## config.mk

```make
export PLATFORM = sky130hd
export DESIGN_NAME = rtccf_top
export DESIGN_NICKNAME = d
export VERILOG_FILES = /design/src/rtccf_sync.v /design/src/rtccf_top.v
export VERILOG_INCLUDE_DIRS = /design/src /design/src/inc
export SDC_FILE = /design/constraint.sdc
export NUM_CORES = 1
export LEC_CHECK = 0
export CAP_MARGIN = 20
export CORE_MARGIN = 4
export CORE_UTILIZATION = 52
export CTS_BUF_LIST = sky130_fd_sc_hd__clkbuf_16
export DETAILED_ROUTE_END_ITERATION = 10
export DONT_BUFFER_PORTS = 1
export PLACE_DENSITY = 0.67
export SYNTH_ARGS = -nofsm -noshare
export SYNTH_HDL_FRONTEND = slang
export SYNTH_SLANG_ARGS = --single-unit
```

## constraint.sdc

```tcl
create_clock -name SYS_CLK -period 2.6 [get_ports SYS_CLK]
set_clock_uncertainty 0.05 [all_clocks]
set_input_delay 0.13 -clock SYS_CLK [delete_from_list [all_inputs] [get_ports SYS_CLK]]
set_output_delay 0.13 -clock SYS_CLK [all_outputs]
set_load 0.01 [all_outputs]
```

## src/inc/rtccf_regs.vh

```
// Register map, field positions and reset values of the compare and flag block.
`ifndef RTCCF_REGS_VH
`define RTCCF_REGS_VH

// ---------------------------------------------------------------
// Register offsets
// ---------------------------------------------------------------
`define RTCCF_ADDR_W         8
`define RTCCF_OFS_CTRL       8'h00
`define RTCCF_OFS_COUNTER    8'h04
`define RTCCF_OFS_CMP_FIRST  8'h08
`define RTCCF_OFS_CMP_SECOND 8'h0C
`define RTCCF_OFS_FLAG_STAT  8'h10
`define RTCCF_OFS_FLAG_SET   8'h14
`define RTCCF_OFS_FLAG_CLR   8'h18
`define RTCCF_OFS_ENABLE     8'h1C

// ---------------------------------------------------------------
// Fields and values
// ---------------------------------------------------------------
`define RTCCF_COUNT_W        24
`define RTCCF_COUNT_ZERO     24'h000000
`define RTCCF_COUNT_ONE      24'h000001
`define RTCCF_COUNT_MAX      24'hFFFFFF
`define RTCCF_FLAG_W         3
`define RTCCF_FLAG_ZERO      3'h0
`define RTCCF_BIT_OVF        0
`define RTCCF_BIT_FIRST      1
`define RTCCF_BIT_SECOND     2
`define RTCCF_CTRL_RUN       0
`define RTCCF_CTRL_TOP       2
`define RTCCF_DATA_ZERO      32'h00000000
`define RTCCF_TICK_DIV       16'h0F42
`define RTCCF_TICK_ZERO      16'h0000
`define RTCCF_TICK_ONE       16'h0001

`endif

```

## src/rtccf_sync.v

```verilog
// Two-flop level synchroniser used to carry compare values into the counting side.
module rtccf_sync (
    // Clock and reset
    input  wire        clk,
    input  wire        reset_n,
    // Data
    input  wire [23:0] d,
    output reg  [23:0] q
);
    reg [23:0] meta_ff;

    always @(posedge clk or negedge reset_n) begin
        if (!reset_n) begin
            meta_ff <= 24'h000000;
            q       <= 24'h000000;
        end else begin
            meta_ff <= d;
            q       <= meta_ff;
        end
    end
endmodule

```

## src/rtccf_top.v

```verilog
// Compare channels, event flags and interrupt of the real-time counter.
//
// How it works
// First compare register, 24 bits, resets zero.
// Second compare register, 24 bits, resets zero.
// Counter equals first compare: flag and event.
// Counter equals second compare: flag and event.
// Status bit 2 shows second match flag.
// Status bit 1 shows first match flag.
// Status bit 0 shows overflow flag.
// Set register bit 2 sets second flag.
// Set register bit 1 sets first flag.
// Set register bit 0 sets overflow flag.
// Software writes zero to reserved bits.
// Top select: wrap at max or first compare.
// Clear register bits clear matching flags.
// Interrupt only for enabled flags.
// Counter is 24-bit, resets zero, compared.
// Writing zero to set leaves flags.
// Compare writes synchronised before matching.
`include "rtccf_regs.vh"

module rtccf_top (
    // Clock and reset
    input  wire        SYS_CLK,
    input  wire        RESET_N,
    // Register port
    input  wire [7:0]  ADDR,
    input  wire [31:0] WDATA,
    input  wire        WR,
    input  wire        RD,
    output reg  [31:0] RDATA,
    // Events and interrupt
    output reg         MATCH_FIRST_EVT,
    output reg         MATCH_SECOND_EVT,
    output reg         IRQ
);
    // ---------------------------------------------------------------
    // Helpers
    // ---------------------------------------------------------------
    function wr_hit;
        input [7:0] a;
        input [7:0] ofs;
        input       we;
        begin
            wr_hit = we && (a == ofs);
        end
    endfunction

    // ---------------------------------------------------------------
    // Registers
    // ---------------------------------------------------------------
    reg  [23:0] cmp_first_ff;
    reg  [23:0] cmp_second_ff;
    reg  [2:0]  ctrl_ff;
    reg  [2:0]  flags_ff;
    reg  [2:0]  enable_ff;
    reg  [23:0] counter_ff;
    reg  [15:0] tick_ff;
    reg         hit_first_ff;
    reg         hit_second_ff;
    reg  [23:0] nxt_counter;
    reg  [2:0]  nxt_flags;
    reg  [31:0] nxt_rdata;
    wire [23:0] cmp_first_lf;
    wire [23:0] cmp_second_lf;
    wire        tick;
    wire        hit_first;
    wire        hit_second;
    wire        ovf_evt;
    wire        run;
    wire        top_first;

    assign run       = ctrl_ff[`RTCCF_CTRL_RUN];
    assign top_first = ctrl_ff[`RTCCF_CTRL_TOP];
    assign tick      = run && (tick_ff == `RTCCF_TICK_DIV);

    // ---------------------------------------------------------------
    // Software-written registers
    // ---------------------------------------------------------------
    // Bits above the field are dropped, so reserved bits written as one are harmless.
    always @(posedge SYS_CLK or negedge RESET_N) begin
        if (!RESET_N) begin
            cmp_first_ff  <= `RTCCF_COUNT_ZERO;
            cmp_second_ff <= `RTCCF_COUNT_ZERO;
            ctrl_ff       <= `RTCCF_FLAG_ZERO;
            enable_ff     <= `RTCCF_FLAG_ZERO;
        end else begin
            if (wr_hit(ADDR, `RTCCF_OFS_CMP_FIRST, WR)) begin
                cmp_first_ff <= WDATA[23:0];
            end
            if (wr_hit(ADDR, `RTCCF_OFS_CMP_SECOND, WR)) begin
                cmp_second_ff <= WDATA[23:0];
            end
            if (wr_hit(ADDR, `RTCCF_OFS_CTRL, WR)) begin
                ctrl_ff <= WDATA[2:0];
            end
            if (wr_hit(ADDR, `RTCCF_OFS_ENABLE, WR)) begin
                enable_ff <= WDATA[2:0];
            end
        end
    end

    // ---------------------------------------------------------------
    // Compare value crossing
    // ---------------------------------------------------------------
    // The compare path sees values two cycles late; all 24 bits pass the same two
    // SYS_CLK flops together, so a new value is never seen half-updated.
    rtccf_sync u_sync_first (
        .clk     (SYS_CLK),
        .reset_n (RESET_N),
        .d       (cmp_first_ff),
        .q       (cmp_first_lf)
    );

    rtccf_sync u_sync_second (
        .clk     (SYS_CLK),
        .reset_n (RESET_N),
        .d       (cmp_second_ff),
        .q       (cmp_second_lf)
    );

    // ---------------------------------------------------------------
    // Counter
    // ---------------------------------------------------------------
    // The low-frequency tick comes from a divider of the system clock.
    always @(posedge SYS_CLK or negedge RESET_N) begin
        if (!RESET_N) begin
            tick_ff <= `RTCCF_TICK_ZERO;
        end else if (!run || tick) begin
            tick_ff <= `RTCCF_TICK_ZERO;
        end else begin
            tick_ff <= tick_ff + `RTCCF_TICK_ONE;
        end
    end

    assign hit_first  = run && (counter_ff == cmp_first_lf);
    assign hit_second = run && (counter_ff == cmp_second_lf);
    assign ovf_evt    = tick && !top_first && (counter_ff == `RTCCF_COUNT_MAX);

    always @* begin
        nxt_counter = counter_ff;
        if (!run) begin
            nxt_counter = `RTCCF_COUNT_ZERO;
        end else if (tick) begin
            if (top_first && hit_first) begin
                nxt_counter = `RTCCF_COUNT_ZERO;
            end else begin
                nxt_counter = counter_ff + `RTCCF_COUNT_ONE;
            end
        end
    end

    always @(posedge SYS_CLK or negedge RESET_N) begin
        if (!RESET_N) begin
            counter_ff    <= `RTCCF_COUNT_ZERO;
            hit_first_ff  <= 1'b0;
            hit_second_ff <= 1'b0;
        end else begin
            counter_ff    <= nxt_counter;
            hit_first_ff  <= hit_first;
            hit_second_ff <= hit_second;
        end
    end

    // ---------------------------------------------------------------
    // Event flags
    // ---------------------------------------------------------------
    // Match events fire on the rising edge of equality, so a counter resting
    // on a compare value gives one event only. Set beats clear.
    always @* begin
        nxt_flags = flags_ff;
        if (wr_hit(ADDR, `RTCCF_OFS_FLAG_CLR, WR)) begin
            nxt_flags = nxt_flags & ~WDATA[2:0];
        end
        if (wr_hit(ADDR, `RTCCF_OFS_FLAG_SET, WR)) begin
            nxt_flags = nxt_flags | WDATA[2:0];
        end
        if (hit_first && !hit_first_ff) begin
            nxt_flags[`RTCCF_BIT_FIRST] = 1'b1;
        end
        if (hit_second && !hit_second_ff) begin
            nxt_flags[`RTCCF_BIT_SECOND] = 1'b1;
        end
        if (ovf_evt) begin
            nxt_flags[`RTCCF_BIT_OVF] = 1'b1;
        end
    end

    always @(posedge SYS_CLK or negedge RESET_N) begin
        if (!RESET_N) begin
            flags_ff         <= `RTCCF_FLAG_ZERO;
            MATCH_FIRST_EVT  <= 1'b0;
            MATCH_SECOND_EVT <= 1'b0;
            IRQ              <= 1'b0;
        end else begin
            flags_ff         <= nxt_flags;
            MATCH_FIRST_EVT  <= hit_first && !hit_first_ff;
            MATCH_SECOND_EVT <= hit_second && !hit_second_ff;
            IRQ              <= |(nxt_flags & enable_ff);
        end
    end

    // ---------------------------------------------------------------
    // Read data
    // ---------------------------------------------------------------
    always @* begin
        nxt_rdata = `RTCCF_DATA_ZERO;
        if (RD) begin
            case (ADDR)
                `RTCCF_OFS_CTRL:       nxt_rdata[2:0]  = ctrl_ff;
                `RTCCF_OFS_COUNTER:    nxt_rdata[23:0] = counter_ff;
                `RTCCF_OFS_CMP_FIRST:  nxt_rdata[23:0] = cmp_first_ff;
                `RTCCF_OFS_CMP_SECOND: nxt_rdata[23:0] = cmp_second_ff;
                `RTCCF_OFS_FLAG_STAT:  nxt_rdata[2:0]  = flags_ff;
                `RTCCF_OFS_ENABLE:     nxt_rdata[2:0]  = enable_ff;
                default:               nxt_rdata       = `RTCCF_DATA_ZERO;
            endcase
        end
    end

    always @(posedge SYS_CLK or negedge RESET_N) begin
        if (!RESET_N) begin
            RDATA <= `RTCCF_DATA_ZERO;
        end else begin
            RDATA <= nxt_rdata;
        end
    end
endmodule

```

==> metrics.yaml, run 1 <==
run_status: "finished with violations"
failing_checks: "negative hold slack"
startpoint: "counter_ff[1]$_DFFE_PN0N_"
worstMarginPinSlew_ps: 603
hold_buffers: 35
postLayoutCellArea_mm2: 0.0104
die_h_um: 141
time_the_final_worst_path_needs_with_i_o_delays_and_setup_ps: 2420
count_of_mapped_cells_out_of_synthesis: 727
p_seq_frac: 0.498
drc: 0
clock_tree.buffer_depth: 3
avgSynthCellArea_um2: 12.6
rows: 48
sequential_cell_area_fraction_in_the_yosys_report: 0.607
p_total_mw: 7.30
placement.setup.worst_slack_ps: 231
criticalPathCategory: "reg2reg"
h-tree-depth: 1
drive_gt1_frac: 0.181
ioPinCount: 79
track_usage: 0.202
synth_cell_types: 63
yosys_most_used_dff: "sky130_fd_sc_hd__dfrtp_1"
power.density_cell_area_mw_per_mm2: 699
power_frac_comb: 0.044
worst-path-buf-inv: 0
report.final.slew_viol_count: 0
fillCellCount: 1406
place_area_mm2: 0.00928
finalCoreUtilization: 0.604
postRouteWirelength_mm: 19.7
drt_first_pass_iters: 5
synth.cell_area_mm2: 0.00915
r2r-end: "IRQ$_DFF_PN0_"
global_route.overflow_total: 0
die-area_mm2: 0.0198
peakVddDrop_v: 0.000861
pwr-share-clk: 0.458
layout.nets: 808
final_min_period_over_clock_period: 0.929
drt-wirelength-per-cell_um: 19.6
crit_arrival_ps: 2820
critical_path_launch_point_type: "flip-flop"
timing.critical_path.slowest_cell_delay_ps: 500
grt_start_max_net_pins: 223
dr_total_vias: 5788
cts_post_setup_buffers_inserted: 0
die_width_um: 141
postRouteAntennaNets: 0
cp_top_family: "compound AO/OA/AOI/OAI gates"
port_buffers: 0
synth_warnings: 0
drt_iter0_markers: 443
layoutNonFillerInstCount: 1003
cp.depth: 7
grt_pass1_vias: 5993
dpl.hpwl_mm: 12.2
timing.setup.tns_ps: 0
synth_area_leader_cell: "sky130_fd_sc_hd__dfrtp_1"
core_area_mm2: 0.0173
leakage_nw: 4.88
wire_length_of_the_first_global_routing_pass_mm: 32.2
diodes: 0
timing.hold.ws_ps: -742
cts_tree: "built"
slew-limit-headroom: 0.598
regArea_mm2: 0.00556
insertion_delay_ps: 510
cts.sink_count: 222
critPathMaxFanout: 6
area_delta_synth_final_pct: 14.1
power.switching_fraction: 0.217
synth-edff-count: 0
worst_setup_endpoint: "IRQ$_DFF_PN0_"
synth-async-reset-ratio: 1.00
total_switching_power_mw: 1.58
finalSetupViolCount: 0
rr_startpoint: "counter_ff[1]$_DFFE_PN0N_"
hold_viol_final: 222
total_clock_buffers_created_by_cts: 24
clock_pin_slew_worst_setup_and_hold_paths_ps: 60
setup_ws_ps: 185
timing.critical_path.cells: "ha_1 -> nand4_1 -> nor3_1 -> nand2_1 -> o31ai_1 -> a22o_1 -> a21o_1"
grt_setup_unrepaired: "false"
max_cap_violations: 0
globalplace.congestion: 0.836
timing.fmax_mhz: 414
initial_core_util: 0.529
synth_seq_cells: 222
fraction_of_synthesized_cell_area_taken_by_the_top_area_cell_type: 0.607
avgViaCountPerCell: 5.77
internal-power_mw: 5.71
reg2regPathDepth: 7
antenna_found_initial: 0
cts_root_buf: "sky130_fd_sc_hd__clkbuf_16"
r2r_slack_ps: 180
cp-end-kind: "flip-flop"
critical_path.slowest_cell: "sky130_fd_sc_hd__dfrtp_1"
ys_top_cells_by_area: "sky130_fd_sc_hd__dfrtp_1 (61%), sky130_fd_sc_hd__mux2_2 (6.0%), sky130_fd_sc_hd__mux2_4 (3.3%), sky130_fd_sc_hd__xor2_1 (2.8%), sky130_fd_sc_hd__xnor2_1 (2.2%)"
worst-endpoint-required_ps: 3000
worst_hold_path_type: "in2async"
multi_input_area_mm2: 0.00323
dp.cells: 925
==> placed cells by master, fill, tap and decap left out, types with 12 or more instances in the layout <==
cell type / n
sky130_fd_sc_hd__a21oi_1: 30
sky130_fd_sc_hd__xor2_1: 29
sky130_fd_sc_hd__nand4_1: 17
sky130_fd_sc_hd__nor2_1: 48
sky130_fd_sc_hd__o21ai_0: 26
sky130_fd_sc_hd__nand2_1: 32
sky130_fd_sc_hd__nand3_1: 34
sky130_fd_sc_hd__mux2i_1: 12
sky130_fd_sc_hd__clkbuf_16: 24
sky130_fd_sc_hd__dlygate4sd3_1: 33
sky130_fd_sc_hd__xnor2_1: 23
sky130_fd_sc_hd__a22oi_1: 24
sky130_fd_sc_hd__mux2_2: 49
sky130_fd_sc_hd__buf_4: 17
sky130_fd_sc_hd__dfrtp_1: 222
sky130_fd_sc_hd__inv_1: 21
sky130_fd_sc_hd__mux2_4: 20
==> state kept, by name, summed over array words and instances (netlist names) <==
name,flops
IRQ,1
MATCH_FIRST_EVT,1
MATCH_SECOND_EVT,1
RDATA,24
cmp_first_ff,24
cmp_second_ff,24
counter_ff,24
ctrl_ff,3
enable_ff,3
flags_ff,3
hit_first_ff,1
hit_second_ff,1
tick_ff,16
u_sync_first.meta_ff,24
u_sync_first.q,24
u_sync_second.meta_ff,24
u_sync_second.q,24
==> power by group through the flow <==
stage               clock network [mW]  registers [mW]  logic, mW
floorplan                            0            3.68      0.210
global placement                     0            3.69      0.236
detailed placement                   0            3.70      0.243
CTS                               3.41            3.64      0.318
global route                      3.56            3.65      0.343
finish                            3.34            3.64      0.320
==> cells by family (layout without fill, tap and decap cells) <==
| logic type | after synthesis | count (layout) | share of synthesized area |
|---|---|---|---|
| AOI/OAI and AO/OA | 103 | 103 | 0.0719 |
| xor gates and xnor gates | 52 | 52 | 0.0498 |
| adders and majority gates | 3 | 3 | 0.00410 |
| buffers and inverters | 70 | 114 | 0.0432 |
| DFF | 222 | 222 | 0.607 |
| muxes | 81 | 81 | 0.106 |
| other | 1 | 8 | 0.000410 |
| and+or+nand+nor | 195 | 195 | 0.117 |
==> layout make-up <==
| cell class | count | share of cell area |
|---|---|---|
| inverters | 18 | 0.00647 |
| clock inverters | 19 | 0.0174 |
| repair buffers | 53 | 0.0496 |
| well taps | 225 | 0.0270 |
| clock buffers | 24 | 0.0575 |
| multi-input cells | 442 | 0.310 |
| flip-flops and latches | 222 | 0.532 |
==> cells in the mapped netlist (3+ instances only) <==
cell                       instances
sky130_fd_sc_hd__and3_1            4
sky130_fd_sc_hd__buf_6             3
sky130_fd_sc_hd__buf_1             3
sky130_fd_sc_hd__nor3_1            8
sky130_fd_sc_hd__a21oi_1          30
sky130_fd_sc_hd__buf_2            15
sky130_fd_sc_hd__mux2_4           20
sky130_fd_sc_hd__nand2b_1          4
sky130_fd_sc_hd__nor4_1            7
sky130_fd_sc_hd__nand4_1          17
sky130_fd_sc_hd__and4_1            5
sky130_fd_sc_hd__xor2_1           29
sky130_fd_sc_hd__a21o_1            3
sky130_fd_sc_hd__nor2_1           49
sky130_fd_sc_hd__a22o_1            3
sky130_fd_sc_hd__or3_1             4
sky130_fd_sc_hd__dfrtp_1         222
sky130_fd_sc_hd__nand3_1          34
sky130_fd_sc_hd__clkbuf_1         12
sky130_fd_sc_hd__nand2_1          32
sky130_fd_sc_hd__nor2b_1           3
sky130_fd_sc_hd__xnor2_1          23
sky130_fd_sc_hd__a31oi_1           3
sky130_fd_sc_hd__and2_1            6
sky130_fd_sc_hd__mux2i_1          12
sky130_fd_sc_hd__o21ai_0          26
sky130_fd_sc_hd__nand3b_1          4
sky130_fd_sc_hd__mux2_2           49
sky130_fd_sc_hd__inv_1            18
sky130_fd_sc_hd__buf_4            15
sky130_fd_sc_hd__a22oi_1          24
sky130_fd_sc_hd__ha_1              3
==> per-layer routing <==
metal	track usage	wire length, um	vias up
met1	0.273	8450	2974
met3	0.0390	1010	41
met2	0.338	9740	177
li1	-	-	2596
met5	0	0	-
met4	0.0535	452	0
==> how the worst min path moves through the flow <==
stage | from | end | slack (ps) | depth (start not counted)
5_1_grt | RESET_N | u_sync_first.meta_ff[14]$_DFF_PN0_ | -760 | 0
2_1_floorplan | RESET_N | IRQ$_DFF_PN0_ | -220 | 0
3_5_place_dp | RESET_N | tick_ff[11]$_DFF_PN0_ | -210 | 0
3_3_place_gp | RESET_N | tick_ff[11]$_DFF_PN0_ | -210 | 0
6_report | RESET_N | tick_ff[9]$_DFF_PN0_ | -740 | 0
4_1_cts | RESET_N | cmp_first_ff[14]$_DFFE_PN0P_ | -750 | 0
==> what timing repair did <==
action                                  CTS  global route
endpoints found under the hold margin   304           222
resized for setup                         0             1
endpoints found under the setup margin    0             2
==> worst register-to-register path, stage by stage (launching register included) <==
cell	delay, ps
sky130_fd_sc_hd__dfrtp_1	500
sky130_fd_sc_hd__ha_1	310
sky130_fd_sc_hd__nand4_1	250
sky130_fd_sc_hd__nor3_1	350
sky130_fd_sc_hd__nand2_1	130
sky130_fd_sc_hd__o31ai_1	470
sky130_fd_sc_hd__a22o_1	210
sky130_fd_sc_hd__a21o_1	90
No activity file was read; power rests on OpenSTA's default activity.
==> run 2: changes to the inputs <==
Settings changed: PLACE_DENSITY 0.67 to 0.7.
Clock period 2.6 ns to 1.9 ns, I/O delays scaled along.
==> run 2 against run 1 <==
Total power grew 37%; hold slack lost 15 ps; combinational power grew 59%; sequential cell count is the same; the run ends with negative hold slack, negative setup slack left; worst setup slack lost 410 ps; final cell count grew 7.4%; critical path depth is the same; sequential power grew 37%.
==> metrics.yaml, run 2 (same netlist as run 1, synthesis figures left out) <==
layout.cells.most_common_list: "sky130_fd_sc_hd__dfrtp_1 (215), sky130_fd_sc_hd__buf_4 (88), sky130_fd_sc_hd__mux2_2 (49)"  # was sky130_fd_sc_hd__dfrtp_1 (222), sky130_fd_sc_hd__mux2_2 (49), sky130_fd_sc_hd__nor2_1 (48)
layout_commonest_cell: "sky130_fd_sc_hd__dfrtp_1"  # unchanged
slew-limit-headroom: 0.635  # was 0.598
worstMarginPinSlew_ps: 543  # was 603 ps
worst_hold_path_type: "in2async"  # unchanged
critical_path_launch_point_type: "flip-flop"  # unchanged
drt_iter0_markers: 485  # was 443
grt_start_max_net_pins: 223  # unchanged
hold_buffers: 37  # was 35
globalplace.congestion: 0.886  # was 0.836
cts_root_buf: "sky130_fd_sc_hd__clkbuf_16"  # unchanged
drt-wirelength-per-cell_um: 20.0  # was 19.6 um
initial_core_util: 0.529  # unchanged
met3_routing_resource_usage_after_global_routing: 0.0414  # was 0.0390
peakVddDrop_v: 0.000610  # was 0.000861 V
critPathMaxFanout: 2  # was 6
area_delta_synth_final_pct: 24.1  # was 14.1%
dpl.hpwl_mm: 13.7  # was 12.2 mm
max_cap_violations: 0  # unchanged
insertion_delay_ps: 500  # was 510 ps
clock_pin_slew_worst_setup_and_hold_paths_ps: 60  # about the same
postRouteAntennaNets: 0  # unchanged
timing.critical_path.cells: "buf_6 -> and2b_1 -> a2111o_1 -> or3_4 -> nor4_4 -> a21o_2 -> a21o_1"  # was ha_1 -> nand4_1 -> nor3_1 -> nand2_1 -> o31ai_1 -> a22o_1 -> a21o_1
clock_tree.buffer_depth: 3  # unchanged
critical_path.slowest_cell: "sky130_fd_sc_hd__a2111o_1"  # was sky130_fd_sc_hd__dfrtp_1
die_width_um: 141  # unchanged
port_buffers: 0  # unchanged
diodes: 0  # unchanged
layout.nets: 886  # was 808
report.final.slew_viol_count: 0  # unchanged
antenna_found_initial: 0  # unchanged
h-tree-depth: 1  # unchanged
timing.hold.ws_ps: -757  # was -742 ps
p_total_mw: 9.96  # was 7.30 mW
cp-end-kind: "flip-flop"  # unchanged
grt_pass1_vias: 6624  # was 5993
grt.busiest_layer: "met2"  # unchanged
rows: 48  # unchanged
timing.fmax_mhz: 471  # was 414 MHz
avgViaCountPerCell: 5.69  # was 5.77
global_route.usage.met2: 0.365  # was 0.338
final_min_period_over_clock_period: 1.12  # was 0.929
layoutNonFillerInstCount: 1077  # was 1003
die_h_um: 141  # unchanged
global_route.overflow_total: 0  # unchanged
drive_gt1_frac: 0.319  # was 0.181
total_clock_buffers_created_by_cts: 23  # was 24
postLayoutCellArea_mm2: 0.0114  # was 0.0104 mm^2
timing.critical_path.slowest_cell_delay_ps: 440  # was 500 ps
cts_tree: "built"  # unchanged
postRouteWirelength_mm: 21.6  # was 19.7 mm
use_met1: 0.282  # was 0.273
leakage_nw: 5.39  # was 4.88 nW
finalSetupViolCount: 22  # was 0
core_area_mm2: 0.0173  # unchanged
setup_ws_ps: -221  # was 185 ps
drt_first_pass_iters: 5  # unchanged
time_the_final_worst_path_needs_with_i_o_delays_and_setup_ps: 2120  # was 2420 ps
crit_arrival_ps: 2510  # was 2820 ps
track_usage: 0.218  # was 0.202
wire_length_of_the_first_global_routing_pass_mm: 34.5  # was 32.2 mm
worst-endpoint-required_ps: 2290  # was 3000 ps
failing_checks: "negative hold slack, negative setup slack"  # was negative hold slack
hold_viol_final: 222  # unchanged
criticalPathCategory: "reg2reg"  # unchanged
finalCoreUtilization: 0.657  # was 0.604
cts.sink_count: 222  # unchanged
dp.cells: 995  # was 925
power.density_cell_area_mw_per_mm2: 877  # was 699 mW/mm^2
dr_total_vias: 6131  # was 5788
drc: 0  # unchanged
die-area_mm2: 0.0198  # unchanged
run_status: "finished with violations"  # unchanged
grt_setup_unrepaired: "true"  # was false
ioPinCount: 79  # unchanged
place_area_mm2: 0.00986  # was 0.00928 mm^2
==> run 2: path summary, 6_finish.rpt <==
check / end / slack [ps] / cells past startpoint / from
worst min-delay path: tick_ff[7]$_DFF_PN0_ / -760 / 0 / RESET_N
worst max-delay path: IRQ$_DFF_PN0_ / -220 / 7 / counter_ff[19]$_DFFE_PN0N_
worst max register to register: IRQ$_DFF_PN0_ / -220 / 7 / counter_ff[19]$_DFFE_PN0N_
worst min register to register: u_sync_second.q[8]$_DFF_PN0_ / 300 / 0 / u_sync_second.meta_ff[8]$_DFF_PN0_
min in group SYS_CLK: RDATA[11]$_DFF_PN0_ / 30 / 3 / RD
max in group asynchronous: counter_ff[17]$_DFFE_PN0N_ / 2280 / 0 / RESET_N
==> run 2: per-stage QoR <==
stage          setup TNS, ps  setup slack (ps)
2_1_floorplan           -113             -21.3
3_3_place_gp           -6380              -275
3_5_place_dp           -7330              -301
4_1_cts                -2670              -187
5_1_grt                -4100              -261
6_report               -2470              -221
==> run 2: area by class of cell <==
class	instances	area [um^2]
clock buffers	23	576
clock inverters	15	166
fillers	1262	5940
inverters	18	67.6
multi-input cells	442	3520
flip-flops and latches	222	5560
well taps	225	282
repair buffers	132	1180
==> run 2: timing repair <==
| action | 4_1_cts | 5_1_grt |
|---|---|---|
| pin swaps | 2 | 15 |
| hold endpoints to repair | 303 | 222 |
| setup endpoints to repair | 29 | 36 |
| buffers inserted | 3 | 6 |
| gates resized for setup | 20 | 57 |
==> run 2: routing by layer <==
layer,part of all wire,vias to the layer above,wire length (um)
met5,0,-,0
met3,0.055,59,1190
li1,-,2748,-
met2,0.49,203,10700
met4,0.037,0,788
met1,0.41,3121,8930
==> run 2: report_power, final <==
group	switching, mW	internal, mW
sequential	0.0915	4.89
combinational	0.245	0.264
clock	1.75	2.72
==> run 2: critical path: cells and delay by family, from the launching register on <==
family | cells | cell delay (ps)
AO/OA/AOI/OAI | 3 | 700
buffers and inverters | 1 | 130
flip-flops | 1 | 400
AND/OR/NAND/NOR | 3 | 780
==> run 3: changes to the inputs <==
Settings changed: MAX_ROUTING_LAYER set to met4.
==> run 3 against run 2 <==
The flow still finishes with violations (negative hold slack, negative setup slack); non-clock buffer count grew 3; maximum frequency is 1.3% higher; hold slack got worse by 21 ps; design area rose by 0.54%; worst setup slack better by 26 ps; critical path type unchanged; first-iteration DRC count is 11% lower; sequential share of layout area fell by 0.27 points.
==> metrics.yaml, run 3 (same netlist as run 1, synthesis figures left out) <==
report.final.slew_viol_count: 0  # unchanged
area_delta_synth_final_pct: 24.8  # was 24.1%
peakVddDrop_v: 0.000683  # was 0.000610 V
rows: 48  # unchanged
drt-wirelength-per-cell_um: 19.3  # was 20.0 um
finalSetupViolCount: 22  # unchanged
internal-power_mw: 7.81  # was 7.87 mW
max_cap_violations: 0  # unchanged
grt_start_max_net_pins: 223  # unchanged
crit_arrival_ps: 2500  # was 2510 ps
startpoint: "counter_ff[4]$_DFFE_PN0N_"  # was counter_ff[19]$_DFFE_PN0N_
initial_core_util: 0.529  # unchanged
layout.nets: 890  # was 886
postRouteWirelength_mm: 21.0  # was 21.6 mm
cts.sink_count: 222  # unchanged
slew-limit-headroom: 0.608  # was 0.635
leakage_nw: 5.39  # about the same
power_frac_comb: 0.053  # was 0.051
worst-endpoint-required_ps: 2300  # was 2290 ps
p_seq_frac: 0.499  # was 0.500
pwr-share-clk: 0.447  # was 0.449
die_width_um: 141  # unchanged
postLayoutCellArea_mm2: 0.0114  # about the same
reg2regPathDepth: 7  # unchanged
failing_checks: "negative hold slack, negative setup slack"  # unchanged
cts_root_buf: "sky130_fd_sc_hd__clkbuf_16"  # unchanged
insertion_delay_ps: 510  # was 500 ps
r2r_slack_ps: -200  # was -220 ps
clock_tree.buffer_depth: 3  # unchanged
time_the_final_worst_path_needs_with_i_o_delays_and_setup_ps: 2100  # was 2120 ps
setup_ws_ps: -195  # was -221 ps
layoutNonFillerInstCount: 1085  # was 1077
timing.hold.ws_ps: -778  # was -757 ps
criticalPathCategory: "reg2reg"  # unchanged
clock_pin_slew_worst_setup_and_hold_paths_ps: 60  # about the same
layout.cells.most_common_list: "sky130_fd_sc_hd__dfrtp_1 (216), sky130_fd_sc_hd__buf_4 (92), sky130_fd_sc_hd__mux2_2 (49)"  # was sky130_fd_sc_hd__dfrtp_1 (215), sky130_fd_sc_hd__buf_4 (88), sky130_fd_sc_hd__mux2_2 (49)
die_h_um: 141  # unchanged
h-tree-depth: 1  # unchanged
drt_iter0_markers: 433  # was 485
drt_first_pass_iters: 5  # unchanged
regArea_mm2: 0.00556  # about the same
grt_setup_unrepaired: "true"  # unchanged
grt_pass1_vias: 6574  # was 6624
worst_hold_path_type: "in2async"  # unchanged
hold_buffers: 33  # was 37
global_route.overflow_total: 0  # unchanged
dp.cells: 996  # was 995
power.switching_fraction: 0.217  # was 0.210
diodes: 0  # unchanged
fillCellCount: 1281  # was 1262
globalplace.congestion: 0.894  # was 0.886
die-area_mm2: 0.0198  # unchanged
power.density_cell_area_mw_per_mm2: 874  # was 877 mW/mm^2
timing.fmax_mhz: 477  # was 471 MHz
dpl.hpwl_mm: 13.2  # was 13.7 mm
multi_input_area_mm2: 0.00355  # was 0.00352 mm^2
hold_viol_final: 222  # unchanged
ioPinCount: 79  # unchanged
worstMarginPinSlew_ps: 583  # was 543 ps
p_total_mw: 9.97  # was 9.96 mW
antenna_found_initial: 0  # unchanged
postRouteAntennaNets: 0  # unchanged
place_area_mm2: 0.00987  # was 0.00986 mm^2
run_status: "finished with violations"  # unchanged
port_buffers: 0  # unchanged
track_usage: 0.222  # was 0.218
layout_commonest_cell: "sky130_fd_sc_hd__dfrtp_1"  # unchanged
drc: 0  # unchanged
wire_length_of_the_first_global_routing_pass_mm: 34.4  # was 34.5 mm
drive_gt1_frac: 0.333  # was 0.319
total_clock_buffers_created_by_cts: 24  # was 23
cts_tree: "built"  # unchanged
final_min_period_over_clock_period: 1.10  # was 1.12
total_switching_power_mw: 2.16  # was 2.09 mW
avgViaCountPerCell: 5.61  # was 5.69
core_area_mm2: 0.0173  # unchanged
worst_setup_endpoint: "IRQ$_DFF_PN0_"  # unchanged
dr_total_vias: 6083  # was 6131
critPathMaxFanout: 3  # was 2
critical_path_launch_point_type: "flip-flop"  # unchanged
rr_startpoint: "counter_ff[4]$_DFFE_PN0N_"  # was counter_ff[19]$_DFFE_PN0N_
cp-end-kind: "flip-flop"  # unchanged
r2r-end: "IRQ$_DFF_PN0_"  # unchanged
## run 3: cell types whose count changed in the layout (fill, tap and decap cells not counted), moves of 3 or more
cell,delta
sky130_fd_sc_hd__clkinv_1,+3
sky130_fd_sc_hd__buf_4,+4
sky130_fd_sc_hd__nand3_2,-3
sky130_fd_sc_hd__nand3_1,+3
sky130_fd_sc_hd__inv_1,-3
sky130_fd_sc_hd__xor2_2,+3
sky130_fd_sc_hd__xor2_1,-3
## run 3: metal layers
metal,GRT usage,up-vias,routed length [um]
met5,-,-,0
met4,0.0847,0,724
met3,0.0421,49,1030
li1,-,2755,-
met1,0.283,3109,8910
met2,0.357,170,10300
## run 3: how the worst min path moves through the flow
stage                        from  slack [ps]  cells after the start                    to
after global routing      RESET_N        -800                      0  tick_ff[8]$_DFF_PN0_
after CTS                 RESET_N        -790                      0  tick_ff[8]$_DFF_PN0_
after detailed placement  RESET_N        -240                      0  tick_ff[8]$_DFF_PN0_
final                     RESET_N        -780                      0  tick_ff[8]$_DFF_PN0_
after floorplan           RESET_N        -250                      0         IRQ$_DFF_PN0_
after global placement    RESET_N        -240                      0  tick_ff[9]$_DFF_PN0_
## run 3: final cells by class
| cell class | count | area share |
|---|---|---|
| clock buffer | 25 | 0.0548 |
| tap | 225 | 0.0247 |
| multi-input combinational | 442 | 0.311 |
| sequential | 222 | 0.487 |
| inverter | 18 | 0.00592 |
| clock inverter | 18 | 0.0119 |
| timing repair buffer | 135 | 0.105 |
## run 3: per-stage QoR
stage | setup slack [ps] | util | hold slack (ps) | setup TNS [ps]
2_1_floorplan | -21.3 | - | -251 | -113
3_3_place_gp | -272 | 0.571 | -241 | -6520
3_5_place_dp | -294 | 0.571 | -240 | -6890
4_1_cts | -153 | 0.649 | -786 | -1720
5_1_grt | -246 | 0.660 | -799 | -3940
6_report | -195 | 0.660 | -778 | -2190
## run 3: timing repair
action                     4_1_cts  5_1_grt
setup endpoints to repair       29       36
hold endpoints to repair       303      222
resized for setup               46       36
setup buffers                    5        9
pin swaps                        5       16
## run 3: power groups by stage
stage	logic, mW	clock network [mW]	registers, mW
finish	0.532	4.46	4.98
global route	0.569	4.78	4.99
floorplan	0.289	0	5.03
global placement	0.350	0	5.05
CTS	0.502	4.57	4.98
detailed placement	0.360	0	5.06
## run 3: worst max-delay path, cell delays in order, from the launching register on
cell and delay (ps):
sky130_fd_sc_hd__dfrtp_1 390, sky130_fd_sc_hd__buf_6 130, sky130_fd_sc_hd__xor2_2 180, sky130_fd_sc_hd__a2111o_1 450
sky130_fd_sc_hd__or3_4 370, sky130_fd_sc_hd__nor4_4 200, sky130_fd_sc_hd__a21o_2 150, sky130_fd_sc_hd__a21o_1 110
